<file path="src/pue_defs.vh">
// constants for the uncorrectable error control block
`ifndef PUE_DEFS_VH
`define PUE_DEFS_VH
// register byte offsets
`define PUE_OFF_UNCOR_STS 12'h104
`define PUE_OFF_UNCOR_MASK 12'h108
`define PUE_OFF_UNCOR_SEV 12'h10c
`define PUE_OFF_COR_STS 12'h110
`define PUE_OFF_IRQ_STS 12'h140
`define PUE_OFF_IRQ_CLR 12'h144
`define PUE_OFF_IRQ_EN 12'h148
// implemented uncorrectable bits: 20,18..12,4
`define PUE_UNCOR_IMPL 32'h0017_f010
// implemented correctable bits: 12,8,7,6,0
`define PUE_COR_IMPL 32'h0000_11c1
// reset values
`define PUE_MASK_RST 32'h0000_0000
`define PUE_SEV_RST 32'h0006_2011
`define PUE_STS_RST 32'h0000_0000
`define PUE_IRQ_EN_RST 3'h0
// field positions
`define PUE_BIT_DLP 4
`define PUE_BIT_UNEXP_CPL 16
`define PUE_IRQ_FATAL 0
`define PUE_IRQ_NONFATAL 1
`define PUE_IRQ_MASKED 2
`define PUE_IRQ_W 3
// sequence number width
`define PUE_SEQ_W 12
`endif

</file>
<file path="src/pue_seq_check.v">
// checks received ack or nak sequence numbers against the replay window
`timescale 1ns/10ps
`include "pue_defs.vh"
module pue_seq_check #(
  parameter SEQ_W = `PUE_SEQ_W
) (
  // clock and reset
  input wire clk,
  input wire rst,
  // received ack or nak
  input wire ack_valid,
  input wire [SEQ_W-1:0] ack_seq,
  // transmit side state
  input wire [SEQ_W-1:0] next_tx_seq,
  input wire [SEQ_W-1:0] last_acked_seq,
  // one-cycle error pulse
  output reg dlp_err
);
  wire [SEQ_W-1:0] dist_ack;
  wire [SEQ_W-1:0] dist_next;
  // distances from the last acked number, modulo the sequence space
  assign dist_ack = ack_seq - last_acked_seq;
  assign dist_next = next_tx_seq - last_acked_seq;
  // zero distance is the last acked tlp, below dist_next is outstanding
  always @(posedge clk)
  begin
    if (rst)
      dlp_err <= 1'b0;
    else
      dlp_err <= ack_valid && (dist_ack >= dist_next); // [RULE1]
  end
endmodule // pue_seq_check

</file>
<file path="src/pue_msg_gen.v">
// queues fatal and nonfatal error messages toward the root complex
`timescale 1ns/10ps
module pue_msg_gen (
  // clock and reset
  input wire clk,
  input wire rst,
  // requests from newly detected unmasked errors
  input wire req_fatal,
  input wire req_nonfatal,
  // message handshake
  output wire msg_valid,
  output wire msg_fatal,
  input wire msg_ready
);
  reg pend_fatal;
  reg pend_nonfatal;
  wire send;
  // fatal goes out first when both wait
  assign msg_valid = pend_fatal | pend_nonfatal;
  assign msg_fatal = pend_fatal;
  assign send = msg_valid & msg_ready;
  // a new request wins over the clear of the same class
  always @(posedge clk)
  begin
    if (rst)
    begin
      pend_fatal <= 1'b0;
      pend_nonfatal <= 1'b0;
    end
    else
    begin
      pend_fatal <= req_fatal | (pend_fatal & ~send);
      pend_nonfatal <= req_nonfatal | (pend_nonfatal & ~(send & ~pend_fatal));
    end
  end
endmodule // pue_msg_gen

</file>
<file path="src/pue_top.v">
// uncorrectable error status, mask and severity registers with reporting
// Operation
// [RULE1] ack or nak naming neither outstanding nor last acked tlp sets status bit 4
// [RULE2] protocol error status reads 1 once seen, cleared only by writing 1
// [RULE3] training error status bit 0 is not implemented, reads 0
// [RULE4] a masked error sends no error message to the root complex
// [RULE5] masked errors still set their status bit
// [RULE6] one read-write mask bit per implemented status bit, 1 masks
// [RULE7] ecrc and training mask bits and reserved bits read zero
// [RULE8] mask bits default to 0 so every error is reported
// [RULE9] severity 1 reports fatal, 0 reports nonfatal
// [RULE10] severity resets fatal for malformed, overflow, flow control, protocol errors
// [RULE11] ecrc and training severity bits read only zero
// [RULE12] mask and severity keep values through reset, set only at power-up
// [RULE13] protocol error status is sticky across ordinary reset
// [RULE14] unmatched completion sets status bit 16, loads header log if first
// [RULE15] each unmasked error emits one fatal or nonfatal message per severity; same-class errors in one cycle or while one is pending share a message
//
// Design decision made here: the address-and-strobe port.
`timescale 1ns/10ps
`include "pue_defs.vh"
module pue_top #(
  parameter ADDR_W = 12,
  parameter SEQ_W = `PUE_SEQ_W
) (
  // clock and resets
  input wire clk,
  input wire rst,
  input wire por,
  // register port
  input wire [ADDR_W-1:0] reg_addr,
  input wire [31:0] reg_wdata,
  input wire reg_wr,
  input wire reg_rd,
  output reg [31:0] reg_rdata,
  // error events from the port logic, one-cycle pulses
  input wire [31:0] uncor_evt,
  input wire [31:0] cor_evt,
  input wire cpl_unmatched,
  // ack or nak sequence check inputs
  input wire ack_valid,
  input wire [SEQ_W-1:0] ack_seq,
  input wire [SEQ_W-1:0] next_tx_seq,
  input wire [SEQ_W-1:0] last_acked_seq,
  // header log load strobe
  output reg hdr_log_load,
  // error message toward the root complex
  output wire msg_valid,
  output wire msg_fatal,
  input wire msg_ready,
  // interrupt
  output wire irq
);
  // sticky state, touched only by power-up reset
  reg [31:0] uncor_sts;
  reg [31:0] uncor_mask;
  reg [31:0] uncor_sev;
  reg [31:0] cor_sts;
  // ordinary state
  reg [`PUE_IRQ_W-1:0] irq_sts;
  reg [`PUE_IRQ_W-1:0] irq_en;
  // decode and event wires
  wire run_rst;
  wire hit_uncor_sts;
  wire hit_mask;
  wire hit_sev;
  wire hit_cor_sts;
  wire hit_irq_sts;
  wire hit_irq_clr;
  wire hit_irq_en;
  wire dlp_err;
  wire [31:0] dlp_vec;
  wire [31:0] cpl_vec;
  wire [31:0] new_err;
  wire [31:0] unmasked;
  wire [31:0] masked_hit;
  wire [31:0] uncor_clr;
  wire [31:0] cor_clr;
  wire any_fatal;
  wire any_nonfatal;
  wire any_masked;
  wire [`PUE_IRQ_W-1:0] irq_evt;
  wire [`PUE_IRQ_W-1:0] irq_clr;
  reg [31:0] next_rdata;

  // power-up also clears everything an ordinary reset does
  assign run_rst = rst | por;

  // address decode
  assign hit_uncor_sts = (reg_addr == `PUE_OFF_UNCOR_STS);
  assign hit_mask = (reg_addr == `PUE_OFF_UNCOR_MASK);
  assign hit_sev = (reg_addr == `PUE_OFF_UNCOR_SEV);
  assign hit_cor_sts = (reg_addr == `PUE_OFF_COR_STS);
  assign hit_irq_sts = (reg_addr == `PUE_OFF_IRQ_STS);
  assign hit_irq_clr = (reg_addr == `PUE_OFF_IRQ_CLR);
  assign hit_irq_en = (reg_addr == `PUE_OFF_IRQ_EN);

  // sequence number checker for data link protocol errors
  pue_seq_check #(
    .SEQ_W(SEQ_W)
  ) u_seq (
    .clk(clk),
    .rst(run_rst),
    .ack_valid(ack_valid),
    .ack_seq(ack_seq),
    .next_tx_seq(next_tx_seq),
    .last_acked_seq(last_acked_seq),
    .dlp_err(dlp_err)
  );

  // gather all error sources into one vector of implemented bits
  assign dlp_vec = {{(31-`PUE_BIT_DLP){1'b0}}, dlp_err, {`PUE_BIT_DLP{1'b0}}}; // [RULE1]
  assign cpl_vec = {{(31-`PUE_BIT_UNEXP_CPL){1'b0}}, cpl_unmatched,
                    {`PUE_BIT_UNEXP_CPL{1'b0}}}; // [RULE14]
  assign new_err = (uncor_evt | dlp_vec | cpl_vec) & `PUE_UNCOR_IMPL; // [RULE3]

  // mask splits detected errors into reported and silent ones
  assign unmasked = new_err & ~uncor_mask; // [RULE4]
  assign masked_hit = new_err & uncor_mask;

  // severity picks the message type for each reported error
  assign any_fatal = |(unmasked & uncor_sev); // [RULE9]
  assign any_nonfatal = |(unmasked & ~uncor_sev); // [RULE9]
  assign any_masked = |masked_hit;

  // write-one-to-clear masks
  assign uncor_clr = (reg_wr && hit_uncor_sts) ? reg_wdata : 32'h0000_0000; // [RULE2]
  assign cor_clr = (reg_wr && hit_cor_sts) ? reg_wdata : 32'h0000_0000;

  // uncorrectable status: set wins over clear, survives ordinary reset
  always @(posedge clk)
  begin
    if (por)
      uncor_sts <= `PUE_STS_RST; // [RULE13]
    else
      uncor_sts <= ((uncor_sts & ~uncor_clr) | new_err) & `PUE_UNCOR_IMPL; // [RULE2] [RULE5]
  end

  // header log loads when the first uncorrectable error arrives
  always @(posedge clk)
  begin
    if (run_rst)
      hdr_log_load <= 1'b0;
    else
      hdr_log_load <= (uncor_sts == 32'h0000_0000) && (|new_err); // [RULE14]
  end

  // mask register, only implemented bits hold a value
  always @(posedge clk)
  begin
    if (por)
      uncor_mask <= `PUE_MASK_RST; // [RULE8] [RULE12]
    else if (reg_wr && hit_mask)
      uncor_mask <= reg_wdata & `PUE_UNCOR_IMPL; // [RULE6] [RULE7]
  end

  // severity register, only implemented bits hold a value
  always @(posedge clk)
  begin
    if (por)
      uncor_sev <= `PUE_SEV_RST & `PUE_UNCOR_IMPL; // [RULE10] [RULE11] [RULE12]
    else if (reg_wr && hit_sev)
      uncor_sev <= reg_wdata & `PUE_UNCOR_IMPL; // [RULE11]
  end

  // correctable status: sticky, write one to clear, set wins
  always @(posedge clk)
  begin
    if (por)
      cor_sts <= `PUE_STS_RST;
    else
      cor_sts <= ((cor_sts & ~cor_clr) | cor_evt) & `PUE_COR_IMPL;
  end

  // message generator, one message per class per detection cycle
  pue_msg_gen u_msg (
    .clk(clk),
    .rst(run_rst),
    .req_fatal(any_fatal), // [RULE15]
    .req_nonfatal(any_nonfatal), // [RULE15]
    .msg_valid(msg_valid),
    .msg_fatal(msg_fatal),
    .msg_ready(msg_ready)
  );

  // interrupt events: unmasked fatal detected, unmasked nonfatal detected, masked error logged
  assign irq_evt = {any_masked, any_nonfatal, any_fatal};
  assign irq_clr = (reg_wr && hit_irq_clr) ? reg_wdata[`PUE_IRQ_W-1:0] : `PUE_IRQ_EN_RST;

  // interrupt status: sticky until cleared, set wins
  always @(posedge clk)
  begin
    if (run_rst)
      irq_sts <= `PUE_IRQ_EN_RST;
    else
      irq_sts <= (irq_sts & ~irq_clr) | irq_evt;
  end

  // interrupt enable
  always @(posedge clk)
  begin
    if (run_rst)
      irq_en <= `PUE_IRQ_EN_RST;
    else if (reg_wr && hit_irq_en)
      irq_en <= reg_wdata[`PUE_IRQ_W-1:0];
  end

  // level interrupt while an enabled status bit is set
  assign irq = |(irq_sts & irq_en);

  // read mux, unmapped and write-only offsets read zero
  always @*
  begin
    next_rdata = 32'h0000_0000;
    if (hit_uncor_sts)
      next_rdata = uncor_sts; // [RULE3]
    else if (hit_mask)
      next_rdata = uncor_mask; // [RULE7]
    else if (hit_sev)
      next_rdata = uncor_sev; // [RULE11]
    else if (hit_cor_sts)
      next_rdata = cor_sts;
    else if (hit_irq_sts)
      next_rdata = {{(32-`PUE_IRQ_W){1'b0}}, irq_sts};
    else if (hit_irq_en)
      next_rdata = {{(32-`PUE_IRQ_W){1'b0}}, irq_en};
  end

  // read data stand only in the cycle after the read strobe
  always @(posedge clk)
  begin
    if (run_rst)
      reg_rdata <= 32'h0000_0000;
    else if (reg_rd)
      reg_rdata <= next_rdata;
    else
      reg_rdata <= 32'h0000_0000;
  end
endmodule // pue_top

</file>
<file path="config.mk">
export PLATFORM = sky130hd
export DESIGN_NAME = pue_top
export DESIGN_NICKNAME = d
export VERILOG_FILES = /design/src/pue_seq_check.v /design/src/pue_msg_gen.v /design/src/pue_top.v
export VERILOG_INCLUDE_DIRS = /design/src
export SDC_FILE = /design/constraint.sdc
export NUM_CORES = 1
export LEC_CHECK = 0
export BUFFER_PORTS_ARGS = -buffer_cell sky130_fd_sc_hd__clkbuf_2
export CORE_UTILIZATION = 47
export DETAILED_ROUTE_END_ITERATION = 7
export PLACE_DENSITY = 0.81
export SYNTH_ARGS = -nofsm -noshare
export SYNTH_HDL_FRONTEND = slang
export SYNTH_SLANG_ARGS = --single-unit
export TNS_END_PERCENT = 20
</file>
<file path="constraint.sdc">
create_clock -name clk -period 4.1 [get_ports clk]
set_clock_uncertainty 0.2 [all_clocks]
set_input_delay 0.615 -clock clk [delete_from_list [all_inputs] [get_ports clk]]
set_output_delay 0.615 -clock clk [all_outputs]
set_load 0.1 [all_outputs]
</file>
# [Word-level counts from Yosys, hierarchy flattened]
# Cells that the tools add are included.
[op_classes] n_shift=0 bitwise_logic=30 div=0 order_cmp=1 n_mul=0 eq_ne=7 add_sub_neg=2 reduce_logical=15 muxes=9
[ops] cell="$mux 32" n=3
[ops] cell="$reduce_or 32->1" n=3
[ops] cell="$eq 12x9->1 const B" n=7
[ops] cell="$not 21->32" n=2
[ops] cell="$and 21x21->21" n=2
[ops] cell="$and 21x32->32" n=1
[ops] cell="$and 32x21->32" n=1
[ops] cell="$and 32x32->32" n=1
[ops] cell="$logic_not 32->1" n=1
[ops] cell="$mux 13" n=2
[ops] cell="$sub 12x12->12" n=2
[ops] cell="$mux 21" n=1
[ops] cell="$not 21->21" n=1
[ops] cell="$or 21x17->21" n=1
[ops] cell="$or 21x21->21" n=1
[ops] cell="$or 21x5->21" n=1
[ops] cell="$and 13x13->13" n=1
[ops] cell="$not 13->13" n=1
[ops] cell="$or 13x13->13" n=1
[ops] cell="$ge 12x12->1" n=1
[ops] cell="$mux 3" n=3
[ops] cell="$reduce_or 9->1" n=1
[ops] cell="$logic_and 1x1->1" n=8
[ops] cell="$and 3x3->3" n=2
[ops] cell="other kinds (7)" n=16
[totals] mem_bits_rw=0 latchBits=0 mem_bits_ro=0 regBits=74 mem_count=0 word_cells=75

# [Depth between registers and ports, before layout]
[depth] ltp_word=7 ltp_mapped=15 ltp_nobuf=15

# [Cells and area by module]
# Synthesis repeated with hierarchy kept, for this count alone.
[unflattened] cells_unflattened=462 hier_area_um2=3992.6
[by_module_without_submodules] module="pue_top" area_each_um2=2626.3 cells_per_inst=290 n_inst=1
[by_module_without_submodules] module="pue_seq_check" area_each_um2=1285.0 cells_per_inst=163 n_inst=1
[by_module_without_submodules] module="pue_msg_gen" area_each_um2=81.3 cells_per_inst=9 n_inst=1

# [Least setup slack after synthesis]
# No wires, ideal clock.
[synth_timing] kind="input to register" from="in next_tx_seq[0]" to="reg u_seq.dlp_err" n_path_buf=0 path_stages=15 t_required_ns=3.773 setup_slack_ns=0.844 t_arrival_ns=2.929 cell_sequence="inv_1 > ha_1 > inv_1 > fa_1 > a21oi_1 > o2bb2ai_1 > a211o_2 > a21oi_1 > xor2_1 > ha_1 > nand3_1 > o22ai_1 > o21a_1 > o211ai_1 > a31oi_1"
[synth_via] elab_chain_cells=3
[synth_lines] item="start, declared" line="pue_top.v:43" rtl="input wire [SEQ_W-1:0] next_tx_seq,"
[synth_lines] item="$sub 12x12->12" line="pue_seq_check.v:23" rtl="assign dist_next = next_tx_seq - last_acked_seq;"
[synth_lines] item="$ge 12x12->1" line="pue_seq_check.v:30" rtl="dlp_err <= ack_valid && (dist_ack >= dist_next);"
[synth_lines] item="$logic_and 1x1->1" line="pue_seq_check.v:30"
[synth_lines] item="end signal, assigned" line="pue_seq_check.v:30"
[synth_lines] item="end, declared" line="pue_seq_check.v:17" rtl="output reg dlp_err"
# No other way between the ends.
# A chain may end at the register's enable or synchronous reset.

# [Worst setup path after layout]
# Same ends and word-level chain as after synthesis.

==> results by group <==
Status
  • Status: completed

Yosys
  • Synth warnings: 0
  • Syn avg cell area: about 8.3 µm²
  • Synthesis-stage register bit count: 57
  • FFs w/ async S/R, synth: 0
  • Sequential cell area fraction in the yosys report: 0.2882
  • Cells after Synth: 475
  • Yosys top cell by area: dfxtp_1
  • Top cells by area, synth: dfxtp_1 29%, ha_1 11%, mux2i_1 7.1%, nor2_1 5.7%, a21oi_1 3.9%
  • Ys flop type: dfxtp_1
  • EDFF count, synth: 0
  • Yosys top cell area share: 0.2882
  • Mapped Area: 3959 µm²
  • Post-synthesis cell type count: 62

Final layout
  • Layout area overhead: 19.72%
  • Share of cells above drive strength 1: 0.2291
  • Commonest non-fill, non-tap cell in the layout: clkbuf_2
  • Final Util: 0.5797
  • Final Non-Filler Cells: 690
  • Nets: 768
  • Post-route cell area: approximately 4700 µm²
  • Most frequent cells in the layout: 103 x clkbuf_2, 60 x nor2_1, 57 x dfxtp_1, 39 x inv_1, 34 x ha_1
  • Ant diodes: 0

Die
  • Die area: between 8000 and 9000 µm²
  • I/O pins: ~190
  • Initial Util: 0.4842
  • Row cnt: 33
  • Core Region: roughly 8200 µm²
  • Die Y: 93.78 µm
  • Die X: between 90 and 100 µm

STA
  • Period utilization: 0.8115
  • Achievable Freq: 0.3006 GHz
  • Final hold vios: 0
  • Worst-Margin Slew: 0.7750 ns
  • Max-slew headroom: 0.4833
  • Unrepaired setup endpoints after global routing: no
  • Setup-failing EPs final: 0
  • TNS Setup: 0 ns
  • Max Slew Vio Count: 0
  • Fin crit period: 3.327 ns

Clock network
  • H-tree depth: 3
  • PostCTS Resize Cnt: 0
  • TritonCTS clock tree: done
  • Clock Latency Late Sink: about 0.34 ns
  • Root buffer cell: clkbuf_8
  • Clock Pin Slew Worst Setup and Hold Paths: 0.06 ns
  • CTS buffer count: 9
  • CTS max path bufs: 2
  • # Post-CTS Setup Buffers: 0
  • CTS Hold Bufs: 0
  • CTS Sinks: 57

Global routing
  • Number of global-route vias before repair: roughly 3700
  • Largest net degree at the start of global routing: 39
  • Gr ovfl total: 0
  • Total GRT Usage: 0.2300
  • First-pass GRT wire length: between 15 and 20 mm
  • Initial antenna violation count: 0

Route
  • Detailed-route via count: 3840
  • DR DRC count: 0
  • Total Wirelength: 9.928 mm
  • Routed Antenna Nets: 0
  • Initial DRC Count: 118
  • Routed vias/inst: around 5.6
  • Wire per inst: 14.39 µm
  • Pre-Repair DR Iteration Count: 4

Setup path
  • Cell Chain, Critical Path: clkbuf_2 > inv_1 > ha_1 > inv_1 > fa_1 > a21oi_1 > o2bb2ai_1 > a211o_2 > a21oi_1 > xor2_1 > ha_1 > nand3_1 > o22ai_1 > o21a_1 > o211ai_1 > a31oi_1
  • Top Family by Delay on Critical Path: compound AO/OA/AOI/OAI gates
  • CP max FO: 3
  • Setup CP Type: input port to flop
  • Buf/Inv on CP: 3
  • Slowest CP cell: fa_1
  • Critical Path Source Type: input port
  • CP peak stage delay: a little under 0.4 ns
  • Worst path arrival time: 3.34 ns
  • CP Data Required Time: 4.11 ns
  • Endpoint class of the critical path: flop

Power
  • Worst vdd ir: 0.0001654 V
  • Overall power: 1.629 mW
  • Leakage: between 2 and 2.5 nW
  • PwrDens: between 300 and 400 nW/µm²

Placement
  • GP Congestion: roughly 0.86
  • Placed Cells incl. Taps: 674
  • Placed Instance Area: 4511 µm²
  • Number of I/O port buffers: 103
  • HPWL Detailed: 7.852 mm

Worst hold path
  • Hold Crit Class: input port to flop

Job
  • Max-Cap Viols: 0
sequential cells by signal, indices dropped and copies added (netlist names), 3 cells and up:
name	cells
reg_rdata	15
uncor_sts	9
irq_sts	3
cor_sts	5
irq_en	3
uncor_sev	9
uncor_mask	9
kinds of logic (layout without fill, tap and decap cells):
logic type / Yosys count / after routing / share of synthesized area
AND/OR/NAND/NOR: 164 / 164 / 0.2133
AO/OA/AOI/OAI: 107 / 107 / 0.1937
buffers and inverters: 66 / 160 / 0.07996
flip-flops: 57 / 57 / 0.2882
adder cells (fa/ha/maj): 36 / 36 / 0.1176
multiplexers: 28 / 28 / 0.07080
XOR/XNOR: 16 / 16 / 0.03540
other: 1 / 17 / 0.0009473
through the flow:
| step | hold WS, ns | setup slack, ns |
|---|---|---|
| finish | 0.2685 | 0.7730 |
| CTS | 0.2530 | 0.8113 |
| global placement | 0.2361 | 0.5228 |
| global route | 0.2673 | 0.6364 |
| floorplan | 0.2251 | 0.8440 |
| detailed placement | 0.2465 | 0.4536 |
per-layer routing:
layer | share of wire | GRT usage | vias to the layer above
met2 | 0.51 | 0.4264 | 145
met5 | 0 | 0 | -
met3 | 0.056 | 0.05744 | 21
li1 | - | - | 1912
met4 | 0.020 | 0.08974 | 0
met1 | 0.42 | 0.2476 | 1762
worst register-to-register path, stage by stage, from the launching register on:
cell and delay, ns:
dfxtp_1 0.40, nor3b_1 0.08, nor4_1 0.29, o311ai_0 0.20, nor4_1 0.39, a21oi_1 0.12
final cells by class:
class                   instances  area (µm²)
multi-input cells             368        2561
well taps                     105       131.4
repair buffers                105       530.5
clock buffers                  11       151.4
inverters                      39       146.4
clock inverters                 5       77.57
flip-flops and latches         57        1141
fillers                       740        3436
synthesized netlist by cell type (2+ instances only):
| cell | count |
|---|---|
| and4_1 | 2 |
| a31oi_1 | 4 |
| and3_1 | 3 |
| and2_1 | 5 |
| a311oi_1 | 13 |
| nand3_1 | 10 |
| nand2b_1 | 4 |
| o211ai_1 | 5 |
| a222oi_1 | 2 |
| nand3b_1 | 8 |
| a2bb2oi_1 | 8 |
| nor2b_1 | 4 |
| o21a_1 | 2 |
| a311o_1 | 2 |
| o21ai_0 | 13 |
| nor3b_1 | 5 |
| fa_1 | 2 |
| dfxtp_1 | 57 |
| o31ai_1 | 2 |
| or2_2 | 3 |
| clkbuf_1 | 7 |
| nand2_1 | 17 |
| a21oi_1 | 31 |
| o311ai_0 | 2 |
| a21o_1 | 6 |
| xnor2_1 | 9 |
| nor3_1 | 23 |
| buf_4 | 18 |
| xor2_1 | 7 |
| nor2_1 | 60 |
| inv_1 | 39 |
| nand4_1 | 4 |
| a22oi_1 | 2 |
| o22ai_1 | 2 |
| mux2i_1 | 28 |
| nor4_1 | 7 |
| ha_1 | 34 |
power by group:
group	total [mW]	internal, mW	switching (mW)	leakage [nW]
registers	0.577	0.567	0.0101	0.465
logic	0.461	0.172	0.289	1.64
clock network	0.591	0.373	0.218	0.115
worst paths after layout:
check / startpoint / end / slack [ns] / cells past startpoint
setup / recovery: next_tx_seq[0] / u_seq.dlp_err / 0.77 / 16
hold / removal: reg_wdata[8] / cor_sts[8] / 0.27 / 2
setup reg to reg: uncor_mask[20] / u_msg.pend_nonfatal / 2.29 / 5
hold reg to reg: cor_sts[6] / reg_rdata[6] / 0.27 / 1
No activity file was read; power rests on OpenSTA's default activity.
